===== src/shared/msd_pkg.sv =====
// Package with decode vector layout, register offsets and timing constants.
package msd_pkg;
    // Layout of the decode input vector seen by every product term.
    localparam int ADDR_LSB = 0;
    localparam int FETCH_BIT = 16;
    localparam int READ_BIT = 17;
    localparam int WRITE_BIT = 18;
    localparam int ALE_BIT = 19;
    localparam int RESET_BIT = 20;
    localparam int PDN_BIT = 21;
    localparam int PORT_LSB = 22;
    localparam int PORT_W = 22;
    localparam int PAGE_LSB = 44;
    localparam int FBA_LSB = 52;
    localparam int FBB_LSB = 60;
    localparam int READY_BIT = 68;
    localparam int VEC_W = 69;
    // Product term allocation inside the decode array.
    localparam int N_PRI = 8;
    localparam int N_SEC = 4;
    localparam int PT_PER_SECTOR = 3;
    localparam int PT_SRAM = 2;
    localparam int PT_PRI_BASE = 0;
    localparam int PT_SEC_BASE = 24;
    localparam int PT_SRAM_BASE = 36;
    localparam int PT_REG = 38;
    localparam int PT_PERI_BASE = 39;
    localparam int N_PT = 41;
    // Register block offsets, compared against the low address byte, and the register reset values.
    localparam logic [7:0] OFF_PAGE = 8'he0;
    localparam logic [7:0] OFF_SPACE_MAP = 8'he2;
    localparam logic [7:0] PAGE_RESET = 8'h00;
    localparam logic [7:0] SPACE_MAP_BOOT = 8'h0c;
    // Space map field positions.
    localparam int VM_PERIPHERAL_IO_ENABLE = 7;
    localparam int VM_READ_PRI = 4;
    localparam int VM_READ_SEC = 3;
    localparam int VM_FETCH_PRI = 2;
    localparam int VM_FETCH_SEC = 1;
    localparam int VM_FETCH_SRAM = 0;
    // Standby delay of the logic arrays.
    localparam int CLK_PERIOD_PS = 50000;
    localparam int STANDBY_TIME_PS = 70000;
    localparam int STANDBY_CYCLES = (STANDBY_TIME_PS + CLK_PERIOD_PS - 1) / CLK_PERIOD_PS;
    localparam logic [3:0] STANDBY_CNT = 4'(STANDBY_CYCLES);

    // Default care masks: one sample map, to be replaced by the real programming.
    function automatic logic [N_PT-1:0][VEC_W-1:0] default_care();
        logic [N_PT-1:0][VEC_W-1:0] c;
        c = '0;
        c[PT_PRI_BASE][15:14] = 2'h3;
        c[PT_SEC_BASE][15:13] = 3'h7;
        c[PT_SRAM_BASE][15:11] = 5'h1f;
        c[PT_REG][15:8] = 8'hff;
        c[PT_PERI_BASE][15:8] = 8'hff;
        return c;
    endfunction : default_care

    // Default match values that pair with the care masks above.
    function automatic logic [N_PT-1:0][VEC_W-1:0] default_match();
        logic [N_PT-1:0][VEC_W-1:0] m;
        m = '0;
        m[PT_PRI_BASE][15:14] = 2'h2;
        m[PT_SEC_BASE][15:13] = 3'h4;
        m[PT_SRAM_BASE][15:11] = 5'h10;
        m[PT_REG][15:8] = 8'hff;
        m[PT_PERI_BASE][15:8] = 8'hf0;
        return m;
    endfunction : default_match

    localparam logic [N_PT-1:0] DEFAULT_USED = 41'h0_d001_000001;
endpackage : msd_pkg


===== src/hdl/msd_term.sv =====
// One programmable product term of the decode array.
`timescale 1ns/1ps
module msd_term #(
    parameter int W = 69
) (
    input wire logic [W-1:0] vec_i,
    input wire logic [W-1:0] care_i,
    input wire logic [W-1:0] match_i,
    input wire logic used_i,
    output logic hit_o
);
    // A term fires when every cared bit equals its match bit.
    // An unused term never fires, so it can never widen a select.
    always_comb
    begin
        hit_o = used_i && (((vec_i ^ match_i) & care_i) == '0);
    end
endmodule : msd_term


===== src/hdl/msd_decoder.sv =====
// Memory select decoder with page and space map registers.
`timescale 1ns/1ps
module msd_decoder #(
    parameter logic [msd_pkg::N_PT-1:0][msd_pkg::VEC_W-1:0] TERM_CARE = msd_pkg::default_care(),
    parameter logic [msd_pkg::N_PT-1:0][msd_pkg::VEC_W-1:0] TERM_MATCH =
        msd_pkg::default_match(),
    parameter logic [msd_pkg::N_PT-1:0] TERM_USED = msd_pkg::DEFAULT_USED,
    parameter logic [7:0] SPACE_MAP_INIT = msd_pkg::SPACE_MAP_BOOT
) (
    input wire logic clock_i,
    input wire logic rst_b_i,
    input wire logic [15:0] addr_i,
    input wire logic program_fetch_strobe_i,
    input wire logic read_strobe_i,
    input wire logic write_strobe_i,
    input wire logic addr_latch_i,
    input wire logic power_down_input_i,
    input wire logic [21:0] port_in_i,
    input wire logic [7:0] group_a_feedback_i,
    input wire logic [7:0] group_b_feedback_i,
    input wire logic flash_ready_i,
    input wire logic [7:0] data_i,
    input wire logic fast_mode_i,
    input wire logic battery_status_enable_i,
    input wire logic supply_below_battery_i,
    output logic [7:0] primary_sector_selects_o,
    output logic [3:0] secondary_sector_selects_o,
    output logic sram_select_o,
    output logic register_block_select_o,
    output logic [1:0] peripheral_selects_o,
    output logic [7:0] page_bits_o,
    output logic [7:0] data_o,
    output logic data_oe_o,
    output logic battery_on_flag_o,
    output logic standby_o
);
    // Refuse a vector layout that the port widths cannot fill.
    if (msd_pkg::PORT_W != 22 || msd_pkg::VEC_W != msd_pkg::READY_BIT + 1)
    begin : g_bad_layout
        $error("decode vector layout does not match the ports");
    end

    // Reset synchroniser: asynchronous assert, two-flop release.
    logic rst_meta;
    logic rst_n;
    always_ff @(posedge clock_i or negedge rst_b_i)
    begin
        if (!rst_b_i)
        begin
            rst_meta <= 1'b0;
            rst_n <= 1'b0;
        end
        else
        begin
            rst_meta <= 1'b1;
            rst_n <= rst_meta;
        end
    end

    // Register state and its next values.
    logic [7:0] page_select;
    logic [7:0] space_map;
    logic [7:0] next_page_select;
    logic [7:0] next_space_map;

    // Decode input vector; the page bits come from the register itself.
    logic [msd_pkg::VEC_W-1:0] vec;
    always_comb
    begin
        vec = {flash_ready_i, group_b_feedback_i, group_a_feedback_i, page_select, port_in_i,
               power_down_input_i, !rst_n, addr_latch_i, write_strobe_i, read_strobe_i,
               program_fetch_strobe_i, addr_i};
    end

    // One product term per array entry; a single generate covers them all.
    logic [msd_pkg::N_PT-1:0] term_hit;
    for (genvar t = 0; t < msd_pkg::N_PT; t++)
    begin : g_term
        msd_term #(
            .W(msd_pkg::VEC_W)
        ) u_term (
            .vec_i(vec),
            .care_i(TERM_CARE[t]),
            .match_i(TERM_MATCH[t]),
            .used_i(TERM_USED[t]),
            .hit_o(term_hit[t])
        );
    end

    // Raw sector selects: each sector ORs its own three terms.
    logic [7:0] pri_raw;
    logic [3:0] sec_raw;
    for (genvar p = 0; p < msd_pkg::N_PRI; p++)
    begin : g_pri
        assign pri_raw[p] =
            |term_hit[msd_pkg::PT_PRI_BASE + 3*p +: msd_pkg::PT_PER_SECTOR];
    end
    for (genvar s = 0; s < msd_pkg::N_SEC; s++)
    begin : g_sec
        assign sec_raw[s] =
            |term_hit[msd_pkg::PT_SEC_BASE + 3*s +: msd_pkg::PT_PER_SECTOR];
    end

    // Level-one raw selects.
    logic sram_raw;
    logic reg_raw;
    logic [1:0] peri_raw;
    always_comb
    begin
        sram_raw = |term_hit[msd_pkg::PT_SRAM_BASE +: msd_pkg::PT_SRAM];
        reg_raw = term_hit[msd_pkg::PT_REG];
        peri_raw = term_hit[msd_pkg::PT_PERI_BASE +: 2];
    end

    // Space map gating: an active strobe whose bit is clear blocks that memory.
    // Flash and SRAM writes are never gated, so flash command writes still reach the sectors.
    logic pri_ok;
    logic sec_ok;
    logic sram_ok;
    logic peri_ok;
    always_comb
    begin
        // With 0ch fetches see only primary, reads see secondary and SRAM.
        pri_ok = !(program_fetch_strobe_i && !space_map[msd_pkg::VM_FETCH_PRI])
              && !(read_strobe_i && !space_map[msd_pkg::VM_READ_PRI]);
        sec_ok = !(program_fetch_strobe_i && !space_map[msd_pkg::VM_FETCH_SEC])
              && !(read_strobe_i && !space_map[msd_pkg::VM_READ_SEC]);
        sram_ok = !(program_fetch_strobe_i && !space_map[msd_pkg::VM_FETCH_SRAM]);
        peri_ok = space_map[msd_pkg::VM_PERIPHERAL_IO_ENABLE];
    end

    // Priority resolution over three levels, computed in the current cycle.
    logic [7:0] next_pri;
    logic [3:0] next_sec;
    logic next_sram;
    logic next_reg;
    logic [1:0] next_peri;
    logic lvl1_any;
    logic lvl2_any;
    always_comb
    begin
        next_sram = sram_raw && sram_ok;
        next_reg = reg_raw;
        next_peri = peri_ok ? peri_raw : 2'h0;
        lvl1_any = next_sram || next_reg || (next_peri != 2'h0);
        // Level one overrides all flash; this is why it is evaluated first.
        next_sec = (lvl1_any || !sec_ok) ? 4'h0 : sec_raw;
        lvl2_any = (next_sec != 4'h0);
        // Secondary sectors beat primary sectors at shared addresses.
        next_pri = (lvl1_any || lvl2_any || !pri_ok) ? 8'h00 : pri_raw;
        // Level-one windows must not overlap; if they do anyway, SRAM, then the register block, then peripheral 0 keeps the cycle
        // so that the one-hot property still holds.
        if (next_sram)
        begin
            next_reg = 1'b0;
            next_peri = 2'h0;
        end
        else if (next_reg)
        begin
            next_peri = 2'h0;
        end
        else if (next_peri == 2'h3)
        begin
            next_peri = 2'h1;
        end
    end

    // Register block access decode; uses the same-cycle register select.
    logic page_hit;
    logic vm_hit;
    logic next_oe;
    logic [7:0] next_data;
    always_comb
    begin
        page_hit = next_reg && (addr_i[7:0] == msd_pkg::OFF_PAGE);
        vm_hit = next_reg && (addr_i[7:0] == msd_pkg::OFF_SPACE_MAP);
        next_page_select = page_select;
        next_space_map = space_map;
        if (write_strobe_i && page_hit)
        begin
            next_page_select = data_i;
        end
        if (write_strobe_i && vm_hit)
        begin
            next_space_map = data_i;
        end
        // Only a read of a mapped register drives the bus; nothing else does.
        next_oe = read_strobe_i && (page_hit || vm_hit);
        if (page_hit)
        begin
            next_data = page_select;
        end
        else if (vm_hit)
        begin
            next_data = space_map;
        end
        else
        begin
            next_data = 8'h00;
        end
    end

    // Registers: the space map restarts from its boot value on every reset.
    always_ff @(posedge clock_i or negedge rst_b_i)
    begin
        if (!rst_b_i)
        begin
            page_select <= msd_pkg::PAGE_RESET;
            space_map <= 8'h00;
        end
        else if (!rst_n)
        begin
            page_select <= msd_pkg::PAGE_RESET;
            space_map <= SPACE_MAP_INIT;
        end
        else
        begin
            page_select <= next_page_select;
            space_map <= next_space_map;
        end
    end

    // Standby timer: counts cycles with an unchanged decode vector.
    logic [msd_pkg::VEC_W-1:0] vec_q;
    logic [3:0] idle_cnt;
    logic [3:0] next_idle_cnt;
    logic next_standby;
    always_comb
    begin
        if (fast_mode_i || (vec != vec_q))
        begin
            next_idle_cnt = 4'h0;
        end
        else if (idle_cnt != msd_pkg::STANDBY_CNT)
        begin
            next_idle_cnt = idle_cnt + 4'h1;
        end
        else
        begin
            next_idle_cnt = idle_cnt;
        end
        // Standby only trades speed for power; any change wakes the arrays.
        next_standby = (next_idle_cnt == msd_pkg::STANDBY_CNT);
    end

    // Output and tracking flops; every output leaves a flop.
    always_ff @(posedge clock_i or negedge rst_b_i)
    begin
        if (!rst_b_i)
        begin
            primary_sector_selects_o <= 8'h00;
            secondary_sector_selects_o <= 4'h0;
            sram_select_o <= 1'b0;
            register_block_select_o <= 1'b0;
            peripheral_selects_o <= 2'h0;
            data_o <= 8'h00;
            data_oe_o <= 1'b0;
            battery_on_flag_o <= 1'b0;
            standby_o <= 1'b0;
            vec_q <= '0;
            idle_cnt <= 4'h0;
        end
        else
        begin
            primary_sector_selects_o <= next_pri;
            secondary_sector_selects_o <= next_sec;
            sram_select_o <= next_sram;
            register_block_select_o <= next_reg;
            peripheral_selects_o <= next_peri;
            data_o <= next_data;
            data_oe_o <= next_oe;
            battery_on_flag_o <= battery_status_enable_i && supply_below_battery_i;
            standby_o <= next_standby;
            vec_q <= vec;
            idle_cnt <= next_idle_cnt;
        end
    end

    // The page bits are visible to general logic straight from the register.
    assign page_bits_o = page_select;

    // Checks on the resolved selects and registers.
    property p_one_hot;
        @(posedge clock_i) disable iff (!rst_n)
        $onehot0({primary_sector_selects_o, secondary_sector_selects_o, sram_select_o,
                  register_block_select_o, peripheral_selects_o});
    endproperty
    a_one_hot: assert property (p_one_hot) else $error("more than one select");

    property p_sec_wins;
        @(posedge clock_i) disable iff (!rst_n)
        ($past(sec_raw) != 4'h0) && !$past(lvl1_any) && $past(sec_ok)
            |-> (primary_sector_selects_o == 8'h00) && (secondary_sector_selects_o != 4'h0);
    endproperty
    a_sec_wins: assert property (p_sec_wins) else $error("primary beat secondary");

    property p_lvl1_wins;
        @(posedge clock_i) disable iff (!rst_n)
        (sram_select_o || register_block_select_o || (peripheral_selects_o != 2'h0))
            |-> (primary_sector_selects_o == 8'h00) && (secondary_sector_selects_o == 4'h0);
    endproperty
    a_lvl1_wins: assert property (p_lvl1_wins) else $error("flash beat level one");

    property p_fetch_gate;
        @(posedge clock_i) disable iff (!rst_n)
        program_fetch_strobe_i && !space_map[msd_pkg::VM_FETCH_PRI]
            |=> primary_sector_selects_o == 8'h00;
    endproperty
    a_fetch_gate: assert property (p_fetch_gate) else $error("blocked fetch reached");

    property p_read_gate;
        @(posedge clock_i) disable iff (!rst_n)
        read_strobe_i && !space_map[msd_pkg::VM_READ_SEC] |=> secondary_sector_selects_o == 4'h0;
    endproperty
    a_read_gate: assert property (p_read_gate) else $error("blocked read reached");

    property p_pio_off;
        @(posedge clock_i) disable iff (!rst_n)
        !space_map[msd_pkg::VM_PERIPHERAL_IO_ENABLE] |=> peripheral_selects_o == 2'h0;
    endproperty
    a_pio_off: assert property (p_pio_off) else $error("peripheral select while off");

    property p_page_write;
        @(posedge clock_i) disable iff (!rst_n)
        write_strobe_i && page_hit |=> page_bits_o == $past(data_i);
    endproperty
    a_page_write: assert property (p_page_write) else $error("page write lost");

    property p_standby;
        @(posedge clock_i) disable iff (!rst_n)
        (fast_mode_i || (vec != vec_q)) |=> !standby_o;
    endproperty
    a_standby: assert property (p_standby) else $error("standby while busy");

    property p_bus_drive;
        @(posedge clock_i) disable iff (!rst_n)
        data_oe_o |-> $past(read_strobe_i) && register_block_select_o;
    endproperty
    a_bus_drive: assert property (p_bus_drive) else $error("bus driven when idle");
endmodule : msd_decoder


===== config.mk =====
export PLATFORM = sky130hd
export DESIGN_NAME = msd_decoder
export DESIGN_NICKNAME = d
export VERILOG_FILES = /design/src/shared/msd_pkg.sv /design/src/hdl/msd_term.sv /design/src/hdl/msd_decoder.sv
export SDC_FILE = /design/constraint.sdc
export NUM_CORES = 1
export LEC_CHECK = 0
export BUFFER_PORTS_ARGS = -buffer_cell sky130_fd_sc_hd__buf_2
export CORE_MARGIN = 2
export CORE_UTILIZATION = 39
export CTS_CLUSTER_DIAMETER = 100
export CTS_CLUSTER_SIZE = 12
export DETAILED_ROUTE_END_ITERATION = 10
export GPL_TIMING_DRIVEN = 0
export PLACE_DENSITY_LB_ADDON = 0.15
export SYNTH_ARGS = -nofsm -noshare
export SYNTH_HDL_FRONTEND = slang
export SYNTH_SLANG_ARGS = --single-unit

===== constraint.sdc =====
create_clock -name clock_i -period 3.55 [get_ports clock_i]
set_input_delay 0.1775 -clock clock_i [delete_from_list [all_inputs] [get_ports clock_i]]
set_output_delay 0.1775 -clock clock_i [all_outputs]
set_load 0.005 [all_outputs]

# After elaboration in Yosys (flattened, before gate mapping)
# Cells that the tools add are included.
# word_totals
memories	0
word_cells	83
romBits	0
ram_bits	0
latchBits	0
out_inout_bits	35
reg_bits	108
input_bits	73
# op_classes
bitwise	3
magnitude_cmp	0
mux	15
shifts	0
n_mul	0
n_eq_ne	8
n_reduce_logical	41
n_addsub	1
div	0
# op_table
operator	n
69-bit zero test	5
69-bit inequality test	1
8-bit 2-to-1 mux	6
8-bit == test, second input constant	2
1-bit logical AND	14
1-bit zero test	13
4-bit 2-to-1 mux	2
8-bit inverter	1
1-bit logical OR	7
1-bit 2-to-1 mux	6
4-bit by 1-bit adder with 4-bit output, second input constant	1
4-bit by 2-bit == test with 1-bit output, second input constant	1
2-bit by 1-bit inequality test with 1-bit output, second input constant	2
4-bit by 2-bit inequality test with 1-bit output, second input constant	1
4-bit inverter	1
4-bit nonzero test	1
1-bit by 2-bit == test with 1-bit output, second input constant	1
2-bit 2-to-1 mux	1
2-bit nonzero test	1
1-bit inverter	1

# Depth between registers and ports, before layout
# Gate-level depths: netlist of run 1.
# depth
word_depth	12
ltp_mapped	6
ltp_nobuf	6

# Cells and area by module
# From an unflattened synthesis of run 1, not the netlist that was laid out.
# hier_totals
cells_unflattened	4999
hier_area_um2	44654.1
# modules_own_cells
mod	seq_area_each_um2	n_inst	area_per_inst_um2	cells_each
msd_term	0.0	41	975.9	113
msd_decoder	2952.8	1	4640.7	366

# Least setup slack after synthesis of run 1
# Ideal clock, no wire load.
# synth_path
kind	input to register
from	input port addr_i[2]
to	register space_map[2]
t_arrival_ns	1.714
path_stages	6
t_required_ns	3.427
path_buffers	1
setup_time_ns	0.123
path_slack_ns	1.714
cell_sequence	or3_1 -> or4_4 -> or3_2 -> buf_6 -> mux2i_1 -> nand2_1
# synth_between
elab_chain_cells	4
# synth_rtl
element	line	text
start, declared	msd_decoder.sv:12	input wire logic [15:0] addr_i,
8-bit == test	msd_decoder.sv:176	vm_hit = next_reg && (addr_i[7:0] == msd_pkg::OFF_SPACE_MAP);
1-bit logical AND	msd_decoder.sv:176	
1-bit logical AND	msd_decoder.sv:183	if (write_strobe_i && vm_hit)
2-bit by 1-bit inequality test with 1-bit output (no source line)	--	
end signal, assigned	msd_decoder.sv:219	space_map <= next_space_map;
end, declared	msd_decoder.sv:62	logic [7:0] space_map;
# No other way between the ends.
# A chain may end at the register's enable or synchronous reset.

# Worst setup path in the final report of run 1
# layout_path
from	input port addr_i[3]
to	register page_select[6], in the netlist page_bits_o[6]
# layout_between
elab_chain_cells	4
# layout_rtl
element	line	text
8-bit == test	msd_decoder.sv:175	page_hit = next_reg && (addr_i[7:0] == msd_pkg::OFF_PAGE);
1-bit logical AND	msd_decoder.sv:175	
1-bit logical AND	msd_decoder.sv:179	if (write_strobe_i && page_hit)
2-bit by 1-bit inequality test with 1-bit output (no source line)	--	
end signal, assigned	msd_decoder.sv:208	page_select <= msd_pkg::PAGE_RESET;
end signal, assigned	msd_decoder.sv:213	page_select <= msd_pkg::PAGE_RESET;
end signal, assigned	msd_decoder.sv:218	page_select <= next_page_select;
end, declared	msd_decoder.sv:61	logic [7:0] page_select;
# No other way between the ends.

==> results.md, run 1 <==
- Outcome: finished, final reports clean
- Antenna-violating nets left: 0
- Async SR Flop Fraction: between 90% and 100%
- Areal power density over the cells: 385 nW/um^2
- Cts bufs inserted: 9
- Finished Layout Cells: 664
- Post-synthesis xor/xnor area fraction: between 10% and 20%
- CP arrival: between 2 and 3 ns
- Global-route wire length before repair: between 15,000 and 20,000 um
- First-pass DRT Iterations: 4
- Fill cells: 952
- Nets: 595
- Resized Gates After CTS: 0
- Leading area contributor after synthesis: dfrtp_1
- Row Count: 38
- PortBufs: 96
- Post-route minimum period: 2.41 ns
- Die Y: 109 um
- Max-cap violations: 0
- Setup TNS: 0 ns
- Worst min path class: in2reg
- Total routed wirelength: 10,100 um
- WL/cell: 15.2 um
- H-Tree Depth: 3
- Synth unique cells: 36
- Layout cells sized above 1: 26.0%
- Critical path's top delay family: simple AND/OR/NAND/NOR gates
- Initial antenna violation count: 0
- Area occupied by multi-input gates: 1430 um^2
- RR Endpoint: idle_cnt[2]$_DFF_PN0_
- Vias in the first global route: 3,240
- Register Area: between 2000 and 3000 um^2
- Overflow after GRT: 0
- Die Wd: 109 um
- Crit path kind: in2reg
- Via density per instance: about 4.6
- Clk buf depth: 2
- Initial DRC Count: 98
- Ys Warns: 0
- Synth top cells by count: dfrtp_1 (107), xor2_1 (53), nor2_1 (28), mux2i_1 (24), nor4_1 (20)
- Starting density of the core: about two fifths
- WP data required: 3.79 ns
- Synth Flop Type: dfrtp_1
- R2R cell count: 5
- Tcrit/Tclk final: about two thirds
- Levels on crit path: 8
- Max Freq: 0.415 GHz
- Area Growth Syn to Fin: 35.9%
- CP startpoint: addr_i[3]
- Slew HR: between 40% and 50%
- Adder-Cell Fraction of Synth Area: 0.580%
- Max incr delay on CP: 0.55 ns
- Mapped cell area: approximately 4300 um^2
- Core Area: roughly 11,000 um^2
- Worst-path maximum fanout: 10
- Routability cong.: between 0.8 and 0.9
- Sink Count: 107
- Largest net degree at the start of global routing: 66
- Critical path endpoint: page_bits_o[6]$_DFFE_PN0P_
- Final Skew: 0.00718 ns
- Worst Tran Pin Value: approximately 0.8 ns
- Sequential element share of the synthesized area: between 60% and 70%
- LEAKAGE: 2.94 nW
- Syn_area_per_cell: roughly 13 um^2
- I/O Pins: 108
- Top-area cell type share of the netlist area: 62.1%
- Multiplexer area fraction after synthesis: approximately 6%
- Clock latency on the worst-skew pair: approximately 0.37 ns
- Post-Synth Simple-Gate Area: around 11%
- Post-synth EDFFs: 0
- Final hold viol count: 0
- Final Max Slew Viols: 0
- Post-route cell area: approximately 5900 um^2
- Unrepaired setup endpoints after global routing: false
- Synth area leaders: dfrtp_1 (62%), xor2_1 (11%), mux2i_1 (5.6%), buf_4 (3.3%), nor4_1 (2.9%)
- Residual DRC: 0
- Synth Register Bits: 107
- RR Startpoint: rst_n$_DFF_PN0_
- Total GRT Usage: between 10% and 20%
- Post-synthesis cell count: 339
- CTS Root Buffer Type: clkbuf_8
- Clock transition at path regs: 0.09 ns
- Inserted Diodes: 0
- Placed Area: 5040 um^2
- Most numerous cell in the Yosys netlist: dfrtp_1
- CP cell instances: dlygate4sd3_1 -> buf_2 -> or3_1 -> or4_4 -> buf_6 -> nor3_4 -> mux2i_1 -> nor2_1
- FF-to-FF setup slack: 1.22 ns
- Crit end category: flop
- Peak VDD IR: 0.000322 V
- Detail Placement HPWL: 6980 um
- Die area: 11,900 um^2
- CTS tree: yes
- Routed vias: 3,042
- Final setup viols: 0
- Placed cells: 586
- Main combinational cell family by area after synthesis: XOR/XNOR gates
- Total Power: 2.26 mW
- Critical path startpoint category: input port
- Buf/Inv on CP: 3
- Crit-path slowest cell: dlygate4sd3_1
- Synth Area in Compound Gates: 3.13%
-- worst register-to-register path, cell delays in order (launching register included) --
cell,delay [ns]
dfrtp_1,0.44
xnor2_1,0.16
nor4_1,0.56
nand4_1,0.25
or3_1,0.50
nor4_1,0.32
-- registers in the layout (all words and copies together) (netlist names) --
signal                      count
idle_cnt                        4
primary_sector_selects_o        1
space_map                       8
peripheral_selects_o            1
rst_n                           1
data_o                          8
battery_on_flag_o               1
secondary_sector_selects_o      1
register_block_select_o         1
page_bits_o                     8
vec_q                          69
rst_meta                        1
sram_select_o                   1
standby_o                       1
data_oe_o                       1
-- worst min-delay path by stage --
stage	start	endpoint	slack (ns)	cells past startpoint
5_1_grt	data_i[3]	space_map[3]$_DFFE_PN0P_	0.03	3
3_5_place_dp	rst_b_i	battery_on_flag_o$_DFF_PN0_	0.21	1
6_report	data_i[3]	space_map[3]$_DFFE_PN0P_	0.04	3
4_1_cts	data_i[3]	space_map[3]$_DFFE_PN0P_	0.02	3
2_1_floorplan	rst_b_i	battery_on_flag_o$_DFF_PN0_	-0.12	0
3_3_place_gp	group_a_feedback_i[6]	vec_q[58]$_DFF_PN0_	0.31	1
-- per-layer routing --
metal	vias to the layer above	GRT usage [%]	share of wire [%]
met5	-	0	0
met1	1465	22.3	43
met3	13	4.96	4.7
met2	87	30.7	50
li1	1477	-	-
met4	0	6.32	1.8
-- area by class of cell --
class | instances | area share (%)
Timing Repair Buffer | 160 | 19.5
Inverter | 19 | 1.22
Sequential cell | 107 | 45.7
Tap cell | 140 | 2.99
Buffer | 23 | 2.95
Clock inverter | 2 | 0.598
Clock buffer | 13 | 2.71
Multi-Input combinational cell | 200 | 24.4
-- stage by stage --
| step | setup WS [ns] | hold WS, ns | util [%] |
|---|---|---|---|
| 2_1_floorplan | 1.71 | -0.118 | - |
| 3_3_place_gp | 1.08 | 0.309 | 46.4 |
| 3_5_place_dp | 1.28 | 0.214 | 46.7 |
| 4_1_cts | 1.13 | 0.0213 | 54.3 |
| 5_1_grt | 0.942 | 0.0269 | 54.3 |
| 6_report | 1.14 | 0.0428 | 54.3 |
-- placed cells by master, fill, tap and decap left out, types with 2 or more instances in the layout --
master / instances
dfrtp_1: 107
buf_2: 95
dlygate4sd3_1: 63
xor2_1: 53
nor2_1: 28
mux2i_1: 24
nor4_1: 20
buf_4: 20
inv_1: 19
conb_1: 12
clkbuf_8: 11
nor2b_1: 9
nand4_1: 7
o22ai_1: 6
or3_1: 4
clkbuf_1: 4
nand2b_1: 4
nand2_1: 4
a2111oi_0: 3
xnor2_1: 3
nor3_1: 3
o21ai_0: 3
buf_6: 2
ha_1: 2
-- where the power goes --
group / switching, mW / internal [mW] / leakage, nW
registers: 0.0178 / 1.26 / 1.34
clock network: 0.382 / 0.361 / 0.0995
logic: 0.113 / 0.127 / 1.50
-- kinds of logic after synthesis --
logic type,after synthesis
buffers and inverters,42
AND/OR/NAND/NOR,87
AO/OA/AOI/OAI,18
flip-flops,107
adder cells (fa/ha/maj),2
other,2
multiplexers,25
XOR/XNOR,56
-- what timing repair did --
item | 4_1_cts | 5_1_grt
hold endpoints to repair | 103 | 0
setup buffers | 0 | 0
hold buffers | 63 | 0
Note: power is estimated with default switching activity, not from simulation.
==> inputs of run 2 (changes only) <==
- ABC_AREA: default -> 1
- clock period: 3.55 -> 2.5 ns (I/O delays scaled with it)
==> results.md, run 2 <==
- Finished Layout Cells: 917 (was 664)
- Worst min path class: in2reg (unchanged)
- Ys Warns: 0 (unchanged)
- Placed cells: 837 (was 586)
- Post-CTS Setup Bufs: 0 (unchanged)
- Synth unique cells: 29 (was 36)
- Final Skew: 0.00849 ns (was 0.00718 ns)
- Psw: 0.880 mW (was 0.513 mW)
- Synth top cells by count: nand2_1 (196), inv_1 (112), dfrtp_1 (107), nor2_1 (54), o21ai_0 (22) (was dfrtp_1 (107), xor2_1 (53), nor2_1 (28), mux2i_1 (24), nor4_1 (20))
- Util after Layout: 54.4% (was 54.3%)
- Tcrit/Tclk final: 79.4%
- Row Count: 40 (was 38)
- CP arrival: 2.23 ns (was 2.65 ns)
- Largest net degree at the start of global routing: 58 (was 66)
- Hold Slack: 0.0217 ns (was 0.0428 ns)
- Resized Gates After CTS: 0 (unchanged)
- PortBufs: 96 (unchanged)
- Post-synth EDFFs: 0 (unchanged)
- Slew HR: 49.3% (was 46.8%)
- CTS tree: yes (unchanged)
- Post-route minimum period: 1.99 ns
- WP data required: 2.74 ns (was 3.79 ns)
- Initial antenna violation count: 0 (unchanged)
- Final hold viol count: 0 (unchanged)
- Total GRT Usage: 19.0% (was 18.2%)
- Layout cells sized above 1: 18.6% (was 26.0%)
- Outcome: finished, final reports clean (unchanged)
- Crit-path slowest cell: dlygate4sd3_1 (unchanged)
- Sequential Power Share: 47.1% (was 56.4%)
- Die Wd: 115 um (was 109 um)
- Most frequent cells in the layout: nand2_1 (196), inv_1 (112), dfrtp_1 (107) (was dfrtp_1 (107), buf_2 (95), dlygate4sd3_1 (63))
- Initial DRC Count: 153 (was 98)
- Residual DRC: 0 (unchanged)
- Routed vias: 3,963 (was 3,042)
- H-Tree Depth: 3 (unchanged)
- Detail Placement HPWL: 8300 um (was 6980 um)
- LEAKAGE: 3.70 nW (was 2.94 nW)
- Sequential element share of the synthesized area: 55.6% (was 62.1%)
- Mapped cell area: 4810 um^2 (was 4310 um^2)
- Routability cong.: 0.785 (was 0.842)
- I/O Pins: 108 (unchanged)
- Total routed wirelength: 11,500 um (was 10,100 um)
- Max incr delay on CP: 0.53 ns (was 0.55 ns)
- Max FFs per register: 69 (unchanged)
- Peak VDD IR: 0.000394 V (was 0.000322 V)
- Crit path kind: in2reg (unchanged)
- Via density per instance: 4.32 (was 4.58)
- Clock transition at path regs: 0.07 ns (was 0.09 ns)
- Global-route wire length before repair: 19,200 um (was 16,100 um)
- Crit end category: flop (unchanged)
- Unrepaired setup endpoints after global routing: false (unchanged)
- Antenna-violating nets left: 0 (unchanged)
- Syn_area_per_cell: 8.25 um^2 (was 12.7 um^2)
- Comb pwr share: 10.9% (was 10.6%)
- Setup TNS: 0 ns (unchanged)
- Worst Tran Pin Value: 0.761 ns (was 0.798 ns)
- Top reg by flops: vec_q (unchanged)
- Switching Fraction: 22.7% (about the same)
- Synth area leaders: dfrtp_1 (56%), nand2_1 (15%), inv_1 (8.7%), nor2_1 (4.2%), buf_4 (3.0%) (was dfrtp_1 (62%), xor2_1 (11%), mux2i_1 (5.6%), buf_4 (3.3%), nor4_1 (2.9%))
- First-pass DRT Iterations: 4 (unchanged)
- Final Max Slew Viols: 0 (unchanged)
- Starting density of the core: 40.1% (was 40.0%)
- Die Y: 115 um (was 109 um)
- Clk buf depth: 2 (unchanged)
- Nets: 841 (was 595)
- Async SR Flop Fraction: 100% (unchanged)
- Die area: 13,200 um^2 (was 11,900 um^2)
- Post-synthesis cell count: 583 (was 339)
- Core Area: 12,000 um^2 (was 10,800 um^2)
- Max-cap violations: 0 (unchanged)
- Cell internal pwr: 3.00 mW (was 1.74 mW)
- Most common cell after layout, fill and taps aside: nand2_1 (was dfrtp_1)
- Areal power density over the cells: 594 nW/um^2 (was 385 nW/um^2)
- Cts bufs inserted: 9 (unchanged)
- Max Freq: 0.503 GHz
- Part of the power in the clock network: 42.0% (was 32.9%)
- Inserted Diodes: 0 (unchanged)
- Worst-path maximum fanout: 9 (was 10)
- WL/cell: 12.6 um (was 15.2 um)
- Final setup viols: 0 (unchanged)
- Sink Count: 107 (unchanged)
- Hold buffer count at cts: 65 (was 63)
- Overflow after GRT: 0 (unchanged)
- Most numerous cell in the Yosys netlist: nand2_1 (was dfrtp_1)
- Vias in the first global route: 4,099 (was 3,240)
- Critical path startpoint category: input port (unchanged)
- Synth Flop Type: dfrtp_1 (unchanged)
- Leading area contributor after synthesis: dfrtp_1 (unchanged)
- Clock latency on the worst-skew pair: 0.35 ns (was 0.37 ns)
- Synth Register Bits: 107 (unchanged)
- CTS Root Buffer Type: clkbuf_16 (was clkbuf_8)
- CP cell instances: dlygate4sd3_1 -> buf_2 -> inv_1 -> nand4_1 -> nor3_2 -> nand2_2 -> nor3_4 -> nand2_4 -> nand2_4 -> inv_4 -> nand2_1 -> nand2_1 (was dlygate4sd3_1 -> buf_2 -> or3_1 -> or4_4 -> buf_6 -> nor3_4 -> mux2i_1 -> nor2_1)
- Top-area cell type share of the netlist area: 55.6% (was 62.1%)
- Area Growth Syn to Fin: 35.8% (was 35.9%)
==> run 2: per-layer routing <==
| layer | share of wire [%] | vias to the layer above | routed length (um) | GRT usage (%) |
|---|---|---|---|---|
| li1 | - | 2062 | - | - |
| met1 | 46 | 1812 | 5280 | 23.9 |
| met2 | 49 | 74 | 5590 | 32.2 |
| met3 | 4.0 | 15 | 464 | 5.27 |
| met4 | 1.6 | 0 | 182 | 5.46 |
| met5 | 0 | - | 0 | 0 |
==> run 2: path summary, 6_finish.rpt <==
| kind | slack, ns | startpoint | cells after the start | endpoint |
|---|---|---|---|---|
| setup / recovery | 0.51 | addr_i[4] | 12 | space_map[5]$_DFFE_PN0P_ |
| hold / removal | 0.02 | data_i[6] | 3 | space_map[6]$_DFFE_PN0P_ |
| setup reg to reg | 0.78 | rst_n$_DFF_PN0_ | 9 | standby_o$_DFF_PN0_ |
| hold reg to reg | 0.35 | rst_meta$_DFF_PN0_ | 0 | rst_n$_DFF_PN0_ |
| max in group asynchronous | 1.40 | rst_b_i | 3 | rst_n$_DFF_PN0_ |
| min in group asynchronous | 0.40 | rst_b_i | 2 | vec_q[63]$_DFF_PN0_ |
==> run 2: cell type report <==
type	count	area, um^2
Buffer	21	161
Clock buffer	11	243
Clock inverter	4	98.8
Fill cell	1096	5480
Inverter	114	430
Multi-Input combinational cell	351	1580
Sequential cell	107	2680
Tap cell	147	184
Timing Repair Buffer	162	1160
==> run 2: per-stage QoR <==
stage / setup WS, ns / power (mW) / area [um^2]
after detailed placement: 0.675 / 2.21 / 5540
after global placement: 0.0373 / 2.19 / 5510
after CTS: 0.497 / 3.94 / 6540
after floorplan: 1.13 / 2.03 / 4850
final: 0.514 / 3.88 / 6540
after global routing: 0.370 / 4.07 / 6540
==> run 2: kinds of logic (layout without fill, tap and decap cells) <==
logic type      after synthesis  in the layout  share of synthesized area [%]
buf+inv                     135            312                           12.3
xor+xnor                     18             18                           3.28
fa+ha+maj                     2              2                          0.520
other cells                   2             12                          0.156
compound gates               30             30                           3.30
simple gates                289            289                           24.8
flops                       107            107                           55.6
==> run 2: power groups by stage <==
stage	Combinational (mW)	Clock, mW	Sequential, mW
floorplan	0.177	0	1.85
global placement	0.335	0	1.86
detailed placement	0.347	0	1.86
CTS	0.428	1.69	1.83
global route	0.483	1.76	1.83
finish	0.422	1.63	1.83
==> run 2: critical path: cells and delay by family <==
kind / cells / cell delay (ns)
buffers and inverters: 4 / 0.82
AND/OR/NAND/NOR: 8 / 1.28
